File: src/verilog/rsc_pkg.sv
// Constants, encodings and state type of the reset source controller
`default_nettype none

package rsc_pkg;

    // ************************************************************
    // Register map
    // ************************************************************
    localparam logic [3:0] RSC_ADDR_FLAGS = 4'h0;
    localparam logic [3:0] RSC_ADDR_SOFT_REQ = 4'h1;
    localparam logic [7:0] RSC_READ_ZERO = 8'h00;
    localparam logic [1:0] RSC_FLAGS_PAD = 2'h0;

    // ************************************************************
    // Field layout of the cause flags
    // ************************************************************
    localparam int RSC_NFLAGS = 6;
    localparam int RSC_BIT_DEBUG = 5;
    localparam int RSC_BIT_SOFT = 4;
    localparam int RSC_BIT_WDOG = 3;
    localparam int RSC_BIT_PIN = 2;
    localparam int RSC_BIT_BROWN = 1;
    localparam int RSC_BIT_POWER = 0;
    localparam int RSC_BIT_TRIGGER = 0;
    localparam logic [5:0] RSC_FLAGS_POR = 6'h01;
    localparam logic [5:0] RSC_FLAGS_NONE = 6'h00;

    // ************************************************************
    // Timing
    // ************************************************************
    localparam int RSC_CLK_NS = 20;
    localparam int RSC_PULSE_NS = 50;
    localparam logic [1:0] RSC_PULSE_CYC =
        2'((RSC_PULSE_NS + RSC_CLK_NS - 1) / RSC_CLK_NS);
    localparam int RSC_STARTUP_UNIT_NS = 1000000;
    localparam int RSC_STARTUP_UNIT_CYC_DEF =
        RSC_STARTUP_UNIT_NS / RSC_CLK_NS;
    localparam logic [4:0] RSC_INIT_CYC = 5'h10;
    localparam logic [2:0] RSC_UNLOCK_WINDOW = 3'h4;

    // ************************************************************
    // Fuse encodings
    // ************************************************************
    localparam logic [1:0] RSC_SCAN_OFF = 2'h3;
    localparam logic [2:0] RSC_STARTUP_NONE = 3'h0;

    // ************************************************************
    // Sequencer states
    // ************************************************************
    typedef enum logic [4:0] {
        RSC_ST_HOLD = 5'h01,
        RSC_ST_INIT = 5'h02,
        RSC_ST_START = 5'h04,
        RSC_ST_SCAN = 5'h08,
        RSC_ST_RUN = 5'h10
    } rsc_state_t;

endpackage

`default_nettype wire

File: src/verilog/rsc_reset_source_controller.sv
// Reset source controller: merges sources, sequences reset, records cause
`default_nettype none

// Operation
// - With pin option enabled, a low reset pin requests system reset.
// - Reset holds until the pin is high, then initialization follows.
// - Watchdog time-out issues a reset pulse of about 50 ns.
// - Writing one to trigger bit of software reset register resets system.
// - Software reset starts at once and holds until sequence completes.
// - Only power-on clears timer override settings; override stays usable.
// - Every reset type resets all other volatile logic.
// - First phase lasts while any source stays active.
// - Start-up delay added only after power-on or brown-out resets.
// - Enabled checksum scan lengthens initialization.
// - Controller works in active mode and all sleep modes.
// - Protected write without unlock is ignored, causing no reset.
// - Cause flags: debug, software, watchdog, pin, brown-out, power-on.
// - Writing one clears a flag; writing zero leaves it.
// - Power-on leaves only the power-on flag set.
// - No other flag sets after power-on until boot completes.
// - Trigger bit always reads zero.
// - Sources needing enable cannot request reset until enabled.
// - Fuse-loaded registers reload after every reset.
module rsc_reset_source_controller
    import rsc_pkg::*;
#(
    parameter int unsigned STARTUP_UNIT_CYC = RSC_STARTUP_UNIT_CYC_DEF
) (
    input wire logic REF_CLK,
    input wire logic RESETN,
    input wire logic [3:0] ADDR,
    input wire logic [7:0] WDATA,
    input wire logic WE,
    input wire logic RE,
    output logic [7:0] RDATA,
    input wire logic KEY_UNLOCK,
    input wire logic RESET_PIN_N,
    input wire logic RESET_PIN_ENABLE,
    input wire logic BROWNOUT_ACTIVE,
    input wire logic WDT_TIMEOUT,
    input wire logic DEBUG_RESET_REQ,
    input wire logic [2:0] STARTUP_DELAY_SELECT,
    input wire logic [1:0] SCAN_SOURCE_SELECT,
    input wire logic SCAN_DONE,
    output logic SCAN_RUN,
    output logic SYS_RESET_N,
    output logic OVERRIDE_RESET_N,
    output logic OVERRIDE_AVAILABLE,
    output logic FUSE_RELOAD
);

    // ************************************************************
    // Declarations
    // ************************************************************
    rsc_state_t state_reg;
    rsc_state_t state_next;
    logic [5:0] flags_reg;
    logic [5:0] flags_next;
    logic [5:0] set_vec;
    logic [5:0] clr_vec;
    logic [2:0] unlock_cnt_reg;
    logic [1:0] wdt_cnt_reg;
    logic [1:0] sw_cnt_reg;
    logic [4:0] init_cnt_reg;
    logic [31:0] unit_cnt_reg;
    logic [2:0] units_reg;
    logic supply_reg;
    logic por_seq_reg;
    logic boot_done_reg;
    logic sys_reset_n_reg;
    logic fuse_reload_reg;
    logic [7:0] rdata_reg;
    logic pin_req;
    logic sw_wr;
    logic sw_ok;
    logic sw_fire;
    logic wdt_act;
    logic sw_act;
    logic any_req;
    logic scan_en;
    logic init_done;
    logic unit_done;
    logic start_done;

    // ************************************************************
    // Source requests
    // ************************************************************
    // Pin request only counts when the fuse enables the pin
    assign pin_req = RESET_PIN_ENABLE & ~RESET_PIN_N;
    assign sw_wr = WE && (ADDR == RSC_ADDR_SOFT_REQ);
    assign sw_ok = sw_wr && (unlock_cnt_reg != 3'h0);
    assign sw_fire = sw_ok && WDATA[RSC_BIT_TRIGGER];
    assign wdt_act = (wdt_cnt_reg != 2'h0);
    assign sw_act = (sw_cnt_reg != 2'h0);
    // Debug request arrives only from the external debug port
    assign any_req = pin_req | BROWNOUT_ACTIVE | WDT_TIMEOUT | wdt_act
        | sw_fire | sw_act | DEBUG_RESET_REQ;
    assign scan_en = (SCAN_SOURCE_SELECT != RSC_SCAN_OFF);

    // Unlock window after the key write, consumed by a protected write
    always_ff @(posedge REF_CLK or negedge RESETN) begin
        if (!RESETN) begin
            unlock_cnt_reg <= 3'h0;
        end else if (KEY_UNLOCK) begin
            unlock_cnt_reg <= RSC_UNLOCK_WINDOW;
        end else if (sw_ok) begin
            unlock_cnt_reg <= 3'h0;
        end else if (unlock_cnt_reg != 3'h0) begin
            unlock_cnt_reg <= unlock_cnt_reg - 3'h1;
        end
    end

    // Watchdog reset pulse stretched to the minimum pulse width
    always_ff @(posedge REF_CLK or negedge RESETN) begin
        if (!RESETN) begin
            wdt_cnt_reg <= 2'h0;
        end else if (WDT_TIMEOUT) begin
            wdt_cnt_reg <= RSC_PULSE_CYC;
        end else if (wdt_act) begin
            wdt_cnt_reg <= wdt_cnt_reg - 2'h1;
        end
    end

    // Software reset pulse, started in the cycle of the write
    always_ff @(posedge REF_CLK or negedge RESETN) begin
        if (!RESETN) begin
            sw_cnt_reg <= 2'h0;
        end else if (sw_fire) begin
            sw_cnt_reg <= RSC_PULSE_CYC;
        end else if (sw_act) begin
            sw_cnt_reg <= sw_cnt_reg - 2'h1;
        end
    end

    // ************************************************************
    // Reset sequencer
    // ************************************************************
    assign init_done = (init_cnt_reg == RSC_INIT_CYC - 5'h01);
    assign unit_done = (unit_cnt_reg == 32'(STARTUP_UNIT_CYC - 1));
    assign start_done = unit_done
        && ((units_reg + 3'h1) == STARTUP_DELAY_SELECT);

    // Next state; any active source returns to the hold phase
    always_comb begin
        state_next = state_reg;
        if (any_req) begin
            state_next = RSC_ST_HOLD;
        end else begin
            case (state_reg)
                RSC_ST_HOLD: begin
                    state_next = RSC_ST_INIT;
                end
                RSC_ST_INIT: begin
                    if (init_done) begin
                        if (supply_reg
                            && STARTUP_DELAY_SELECT != RSC_STARTUP_NONE) begin
                            state_next = RSC_ST_START;
                        end else if (scan_en) begin
                            state_next = RSC_ST_SCAN;
                        end else begin
                            state_next = RSC_ST_RUN;
                        end
                    end
                end
                RSC_ST_START: begin
                    if (start_done) begin
                        state_next = scan_en ? RSC_ST_SCAN : RSC_ST_RUN;
                    end
                end
                RSC_ST_SCAN: begin
                    if (SCAN_DONE) begin
                        state_next = RSC_ST_RUN;
                    end
                end
                RSC_ST_RUN: begin
                    state_next = RSC_ST_RUN;
                end
                default: begin
                    state_next = RSC_ST_HOLD;
                end
            endcase
        end
    end

    // State register; free-running clock so sleep modes do not stop it
    always_ff @(posedge REF_CLK or negedge RESETN) begin
        if (!RESETN) begin
            state_reg <= RSC_ST_HOLD;
        end else begin
            state_reg <= state_next;
        end
    end

    // Base initialization counter
    always_ff @(posedge REF_CLK or negedge RESETN) begin
        if (!RESETN) begin
            init_cnt_reg <= 5'h00;
        end else if (state_reg == RSC_ST_INIT && !init_done) begin
            init_cnt_reg <= init_cnt_reg + 5'h01;
        end else begin
            init_cnt_reg <= 5'h00;
        end
    end

    // Start-up extension, counted in whole units of the delay select
    always_ff @(posedge REF_CLK or negedge RESETN) begin
        if (!RESETN) begin
            unit_cnt_reg <= 32'h0;
            units_reg <= 3'h0;
        end else if (state_reg != RSC_ST_START) begin
            unit_cnt_reg <= 32'h0;
            units_reg <= 3'h0;
        end else if (unit_done) begin
            unit_cnt_reg <= 32'h0;
            units_reg <= units_reg + 3'h1;
        end else begin
            unit_cnt_reg <= unit_cnt_reg + 32'h1;
        end
    end

    // Supply-type cause; power-on counts as one from the start
    always_ff @(posedge REF_CLK or negedge RESETN) begin
        if (!RESETN) begin
            supply_reg <= 1'b1;
        end else if (BROWNOUT_ACTIVE) begin
            supply_reg <= 1'b1;
        end else if (state_reg == RSC_ST_RUN) begin
            supply_reg <= 1'b0;
        end
    end

    // Power-on sequence and boot tracking
    always_ff @(posedge REF_CLK or negedge RESETN) begin
        if (!RESETN) begin
            por_seq_reg <= 1'b1;
            boot_done_reg <= 1'b0;
        end else if (state_reg == RSC_ST_RUN) begin
            por_seq_reg <= 1'b0;
            boot_done_reg <= 1'b1;
        end
    end

    // System reset and fuse reload strobe
    always_ff @(posedge REF_CLK or negedge RESETN) begin
        if (!RESETN) begin
            sys_reset_n_reg <= 1'b0;
            fuse_reload_reg <= 1'b0;
        end else begin
            sys_reset_n_reg <= (state_next == RSC_ST_RUN);
            fuse_reload_reg <= (state_reg == RSC_ST_HOLD)
                && (state_next == RSC_ST_INIT);
        end
    end

    // ************************************************************
    // Cause flags and register reads
    // ************************************************************
    // Flags are sampled while sources fire; blocked until first boot
    always_comb begin
        set_vec = RSC_FLAGS_NONE;
        set_vec[RSC_BIT_DEBUG] = DEBUG_RESET_REQ;
        set_vec[RSC_BIT_SOFT] = sw_fire | sw_act;
        set_vec[RSC_BIT_WDOG] = WDT_TIMEOUT | wdt_act;
        set_vec[RSC_BIT_PIN] = pin_req;
        set_vec[RSC_BIT_BROWN] = BROWNOUT_ACTIVE;
        set_vec = set_vec & {RSC_NFLAGS{boot_done_reg}};
        clr_vec = RSC_FLAGS_NONE;
        if (WE && ADDR == RSC_ADDR_FLAGS) begin
            clr_vec = WDATA[RSC_NFLAGS-1:0];
        end
        flags_next = (flags_reg & ~clr_vec) | set_vec;
    end

    // Power-on loads only the power-on flag; set wins over clear
    always_ff @(posedge REF_CLK or negedge RESETN) begin
        if (!RESETN) begin
            flags_reg <= RSC_FLAGS_POR;
        end else begin
            flags_reg <= flags_next;
        end
    end

    // Read data one cycle after the strobe; trigger reads zero
    always_ff @(posedge REF_CLK or negedge RESETN) begin
        if (!RESETN) begin
            rdata_reg <= RSC_READ_ZERO;
        end else if (RE && ADDR == RSC_ADDR_FLAGS) begin
            rdata_reg <= {RSC_FLAGS_PAD, flags_reg};
        end else begin
            rdata_reg <= RSC_READ_ZERO;
        end
    end

    // ************************************************************
    // Outputs
    // ************************************************************
    assign RDATA = rdata_reg;
    assign SYS_RESET_N = sys_reset_n_reg;
    assign FUSE_RELOAD = fuse_reload_reg;
    assign SCAN_RUN = (state_reg == RSC_ST_SCAN);
    // Override settings cleared only during the power-on sequence
    assign OVERRIDE_RESET_N = ~por_seq_reg;
    assign OVERRIDE_AVAILABLE = ~por_seq_reg;

    // ************************************************************
    // Assertions
    // ************************************************************
    a_pin_holds_reset: assert property (@(posedge REF_CLK)
        disable iff (!RESETN)
        pin_req |=> !SYS_RESET_N)
        else $error("pin low did not hold reset");

    a_pin_stays_hold: assert property (@(posedge REF_CLK)
        disable iff (!RESETN)
        pin_req |=> state_reg == RSC_ST_HOLD)
        else $error("sequencer left hold with pin low");

    a_wdt_pulse_len: assert property (@(posedge REF_CLK)
        disable iff (!RESETN)
        WDT_TIMEOUT |=> wdt_act [*3])
        else $error("watchdog pulse too short");

    a_sw_reset_fires: assert property (@(posedge REF_CLK)
        disable iff (!RESETN)
        sw_fire |=> !SYS_RESET_N ##1 !SYS_RESET_N)
        else $error("software trigger gave no reset");

    a_sw_locked_write: assert property (@(posedge REF_CLK)
        disable iff (!RESETN)
        sw_wr && unlock_cnt_reg == 3'h0 && !sw_act |=> !sw_act)
        else $error("unlocked write caused reset");

    a_trigger_reads_zero: assert property (@(posedge REF_CLK)
        disable iff (!RESETN)
        RE && ADDR == RSC_ADDR_SOFT_REQ |=> RDATA == RSC_READ_ZERO)
        else $error("trigger bit read nonzero");

    a_flag_w1c: assert property (@(posedge REF_CLK)
        disable iff (!RESETN)
        WE && ADDR == RSC_ADDR_FLAGS && set_vec == RSC_FLAGS_NONE
        |=> flags_reg == ($past(flags_reg) & ~$past(WDATA[5:0])))
        else $error("flag clear wrong");

    a_boot_blocks_flags: assert property (@(posedge REF_CLK)
        disable iff (!RESETN)
        !boot_done_reg |-> flags_reg[5:1] == 5'h00)
        else $error("flag set before first boot");

    a_startup_supply: assert property (@(posedge REF_CLK)
        disable iff (!RESETN)
        state_reg == RSC_ST_START |-> supply_reg)
        else $error("start-up delay without supply cause");

    a_scan_enabled: assert property (@(posedge REF_CLK)
        disable iff (!RESETN)
        state_reg == RSC_ST_SCAN |-> scan_en)
        else $error("scan phase while scan disabled");

    a_override_kept: assert property (@(posedge REF_CLK)
        disable iff (!RESETN)
        !por_seq_reg && !SYS_RESET_N |-> OVERRIDE_RESET_N
        && OVERRIDE_AVAILABLE)
        else $error("override cleared by non power-on reset");

    a_fuse_reload: assert property (@(posedge REF_CLK)
        disable iff (!RESETN)
        state_reg == RSC_ST_HOLD && !any_req |=> FUSE_RELOAD)
        else $error("no fuse reload after reset");

    c_sw_boot: cover property (@(posedge REF_CLK) disable iff (!RESETN)
        sw_fire ##[1:100] SYS_RESET_N);
    c_wdt_reset: cover property (@(posedge REF_CLK) disable iff (!RESETN)
        boot_done_reg && WDT_TIMEOUT ##1 flags_reg[RSC_BIT_WDOG]);
    c_scan_phase: cover property (@(posedge REF_CLK) disable iff (!RESETN)
        state_reg == RSC_ST_SCAN ##1 state_reg == RSC_ST_RUN);
    c_pin_reset: cover property (@(posedge REF_CLK) disable iff (!RESETN)
        boot_done_reg && pin_req ##1 !SYS_RESET_N);

endmodule

`default_nettype wire
File: config.mk
export PLATFORM = sky130hd
export DESIGN_NAME = rsc_reset_source_controller
export DESIGN_NICKNAME = d
export VERILOG_FILES = /design/src/verilog/rsc_pkg.sv /design/src/verilog/rsc_reset_source_controller.sv
export SDC_FILE = /design/constraint.sdc
export NUM_CORES = 1
export LEC_CHECK = 0
export BUFFER_PORTS_ARGS = -buffer_cell sky130_fd_sc_hd__buf_2
export CAP_MARGIN = 20
export CORE_MARGIN = 10
export CORE_UTILIZATION = 55
export CTS_CLUSTER_SIZE = 30
export DETAILED_ROUTE_END_ITERATION = 10
export PLACE_DENSITY = 0.85
export SETUP_SLACK_MARGIN = 0.5
export SLEW_MARGIN = 20
export SYNTH_ARGS = -nofsm -noshare
export SYNTH_HDL_FRONTEND = slang
export SYNTH_SLANG_ARGS = --single-unit
File: constraint.sdc
create_clock -name REF_CLK -period 2 [get_ports REF_CLK]
set_input_delay 0 -clock REF_CLK [delete_from_list [all_inputs] [get_ports REF_CLK]]
set_output_delay 0 -clock REF_CLK [all_outputs]
set_load 0.01 [all_outputs]
==> flow_metrics.env <==
export IMPL_use_met3_pct=4.89
export IMPL_syn2layout_area_growth_pct=48.3
export IMPL_hold_depth=4
export IMPL_die_width_um=98.5
export IMPL_n_antenna_cell=0
export IMPL_dpl_hpwl_mm=4.74
export IMPL_worstPathCellList="nor4b_2, nand4_1, buf_6, nor3_2, xnor2_1, nor2_1"
export IMPL_clk_path_buf_depth=2
export IMPL_antenna_found_initial=0
export IMPL_grt_max_degree=61
export IMPL_synthTopCellsByCount="65 x dfrtp_1, 55 x nor2_1, 26 x xor2_1"
export IMPL_ys_seq_elements=69
export IMPL_grt_overflow_total=0
export IMPL_power_w=0.00316
export IMPL_yosys_top_cells_area="dfrtp_1 48%, xor2_1 6.7%, nor2_1 6.1%"
export IMPL_vdd_drop_max_uv=846
export IMPL_drc=0
export IMPL_start_util_pct=56.9
export IMPL_die_area_um2=9700
export IMPL_p_leak_nw=2.25
export IMPL_hold_path_startpoint="ADDR[0]"
export IMPL_row_count=28
export IMPL_placed_cell_area_um2=3710
export IMPL_routedWlPerCell_um=25.0
export IMPL_grt_busiest_layer="met2"
export IMPL_clock_latency_ns=0.36
export IMPL_hold_ws_ns=0.0397
export IMPL_preCtsSetupSlack_ns=0.220
export IMPL_drive_above_1_share_pct=46.7
export IMPL_root_buffer="clkbuf_8"
export IMPL_min_period_over_period_pct=110
export IMPL_rrSetupSlack_ns=-0.21
export IMPL_grt_use_met2_pct=34.9
export IMPL_core_um2=5960
export IMPL_grt_pass1_wl_mm=16.0
export IMPL_grt_usage_pct=20.1
export IMPL_relSlewSlack_pct=62.2
export IMPL_syn_cell_area_um2=3390
export IMPL_final_hold_violation_count=0
export IMPL_endpoint_kind="flip-flop"
export IMPL_cpLargestDelayFamily="simple AND/OR/NAND/NOR gates"
export IMPL_synth_top_area_share_pct=48.0
export IMPL_viasPerCell=6.38
export IMPL_cts_max_level=3
export IMPL_die_h_um=98.5
export IMPL_critPathLaunch="unit_cnt_reg[29]"
export IMPL_path_class="reg2reg"
export IMPL_yosys_warnings=0
export IMPL_clkTransAtPathRegs_ns=0.08
export IMPL_grt_pass1_vias=3286
export IMPL_place_congestion=0.815
export IMPL_synth_most_common_cell="dfrtp_1"
export IMPL_final_cells=523
export IMPL_fmax_mhz=453
export IMPL_io_buffer_count=36
export IMPL_synth_edf_count=0
export IMPL_setup_ws_ns=-0.210
export IMPL_power_density_nw_per_um2=628
export IMPL_status="complete, but fails checks"
export IMPL_hold_class="in2reg"
export IMPL_drt_total_wl_mm=13.1
export IMPL_ant_nets=0
export IMPL_synth_cell_types=46
export IMPL_ys_seq_area_share_pct=51.1
export IMPL_cpPeakStageDelay_ns=0.58
export IMPL_synth_top_area_cell="dfrtp_1"
export IMPL_cts_buffers=9
export IMPL_clock_skew_ns=0.0131
export IMPL_syn_area_per_cell_um2=10.4
export IMPL_use_met1_pct=22.6
export IMPL_worstPathRequired_ns=2.24
export IMPL_drt_iter0_markers=408
export IMPL_synthFlopType="dfrtp_1"
export IMPL_crit_cells=6
export IMPL_clock_sinks=69
export IMPL_critPathBufInv=1
export IMPL_cts_tree="done"
export IMPL_r2r_start="unit_cnt_reg[29]"
export IMPL_routed_via_count=3337
export IMPL_setup_violations=39
export IMPL_largest_reg_flops=32
export IMPL_cap_violations=0
export IMPL_violations="negative setup slack"
export IMPL_placed_cells=435
export IMPL_drt_pass1_iter_count=5
export IMPL_tightest_slew_ns=0.566
export IMPL_fin_crit_ns=2.21
export IMPL_final_nets=479
export IMPL_synthArstFlopShare_pct=100
export IMPL_arrival_ns=2.45
export IMPL_synthCells=325
export IMPL_fin_area_um2=5030
export IMPL_critPathSlowestCell="nor4b_2"
export IMPL_rsz0062_at_grt="yes"
export IMPL_report_final_slew_viol_count=0
export IMPL_crit_path_max_fanout=3
export IMPL_r2r_cells=6
export IMPL_io_pins=41
export IMPL_cp_start_kind="flip-flop"
==> final cells by class <==
cell class                      instances  area [um^2]
Clock buffer                           12          145
Clock inverter                          4         47.5
Fill cell                             250          930
Inverter                               12         45.0
Multi-Input combinational cell        238         2030
Sequential cell                        69         1740
Tap cell                               75         93.8
Timing Repair Buffer                  113          922
==> cells by family (layout without fill, tap and decap cells) <==
family          after synthesis  count (layout)  synth area share (%)
simple gates                162             162                  26.1
flops                        69              69                  51.1
xor+xnor                     40              40                  10.7
compound gates               23              23                  4.91
buf+inv                      19             141                  3.21
fa+ha+maj                     8               8                  2.95
mux                           3               3                 0.886
other cells                   1               2                 0.111
==> worst reg2reg max path: stages, from the launching register on <==
cell,delay (ns)
dfrtp_1,0.45
nor4b_2,0.58
nand4_1,0.32
buf_6,0.23
nor3_2,0.24
xnor2_1,0.20
nor2_1,0.08
==> path summary, 6_finish.rpt <==
path | end
setup / recovery | units_reg[2]
hold / removal | flags_reg[1]
setup reg to reg | units_reg[2]
hold reg to reg | flags_reg[0]
max in group asynchronous | por_seq_reg
min in group asynchronous | unit_cnt_reg[7]
==> placed cells by master (no fill, tap or decap), types with 3 or more instances in the layout <==
cell | Yosys | layout
a21oi_1 | 3 | 3
a22o_1 | 5 | 5
and2_1 | 7 | 7
and3_1 | 11 | 9
and4_1 | 4 | 4
buf_12 | 0 | 3
buf_2 | 0 | 36
buf_4 | 4 | 48
buf_6 | 3 | 9
clkbuf_8 | 0 | 10
dfrtp_1 | 65 | 56
dfrtp_2 | 0 | 9
dfstp_2 | 4 | 4
dlygate4sd3_1 | 0 | 14
ha_4 | 0 | 4
inv_1 | 12 | 10
mux2i_1 | 3 | 3
nand2_1 | 21 | 20
nand2b_1 | 6 | 5
nand3_1 | 14 | 12
nand3b_1 | 3 | 3
nand4_1 | 10 | 10
nor2_1 | 55 | 23
nor2_2 | 1 | 14
nor2_4 | 0 | 19
nor3_1 | 8 | 3
nor3_2 | 0 | 3
nor4_2 | 1 | 5
nor4_4 | 2 | 4
xnor2_1 | 13 | 10
xnor2_2 | 0 | 3
xor2_1 | 26 | 18
xor2_2 | 0 | 8
==> per-layer routing <==
layer  routed length, um  vias to the layer above
met1                4510                     1610
li1                    -                     1341
met4                1040                        0
met3                1240                      113
met2                6300                      273
met5                   0                        -
==> metrics by stage <==
step	utilization [%]	setup TNS [ns]
finish	84.4	-5.08
global placement	62.3	0
CTS	78.5	0
floorplan	-	0
detailed placement	62.3	0
global route	84.4	-6.31
==> report_power, final <==
group          total [W]  internal [W]  switching (W)
Combinational   0.000478      0.000215       0.000263
Sequential       0.00151       0.00145      0.0000540
Clock            0.00117      0.000607       0.000563
Total            0.00316       0.00228       0.000880
==> timing repair <==
action                                  4_1_cts  5_1_grt
gates cloned                                  2        1
hold buffers                                 14        0
setup buffers                                40       15
endpoints found under the setup margin       46       50
resized for setup                            64       51
endpoints found under the hold margin        80        0
pin swaps                                    28       25
(Power assumes the default switching activity.)
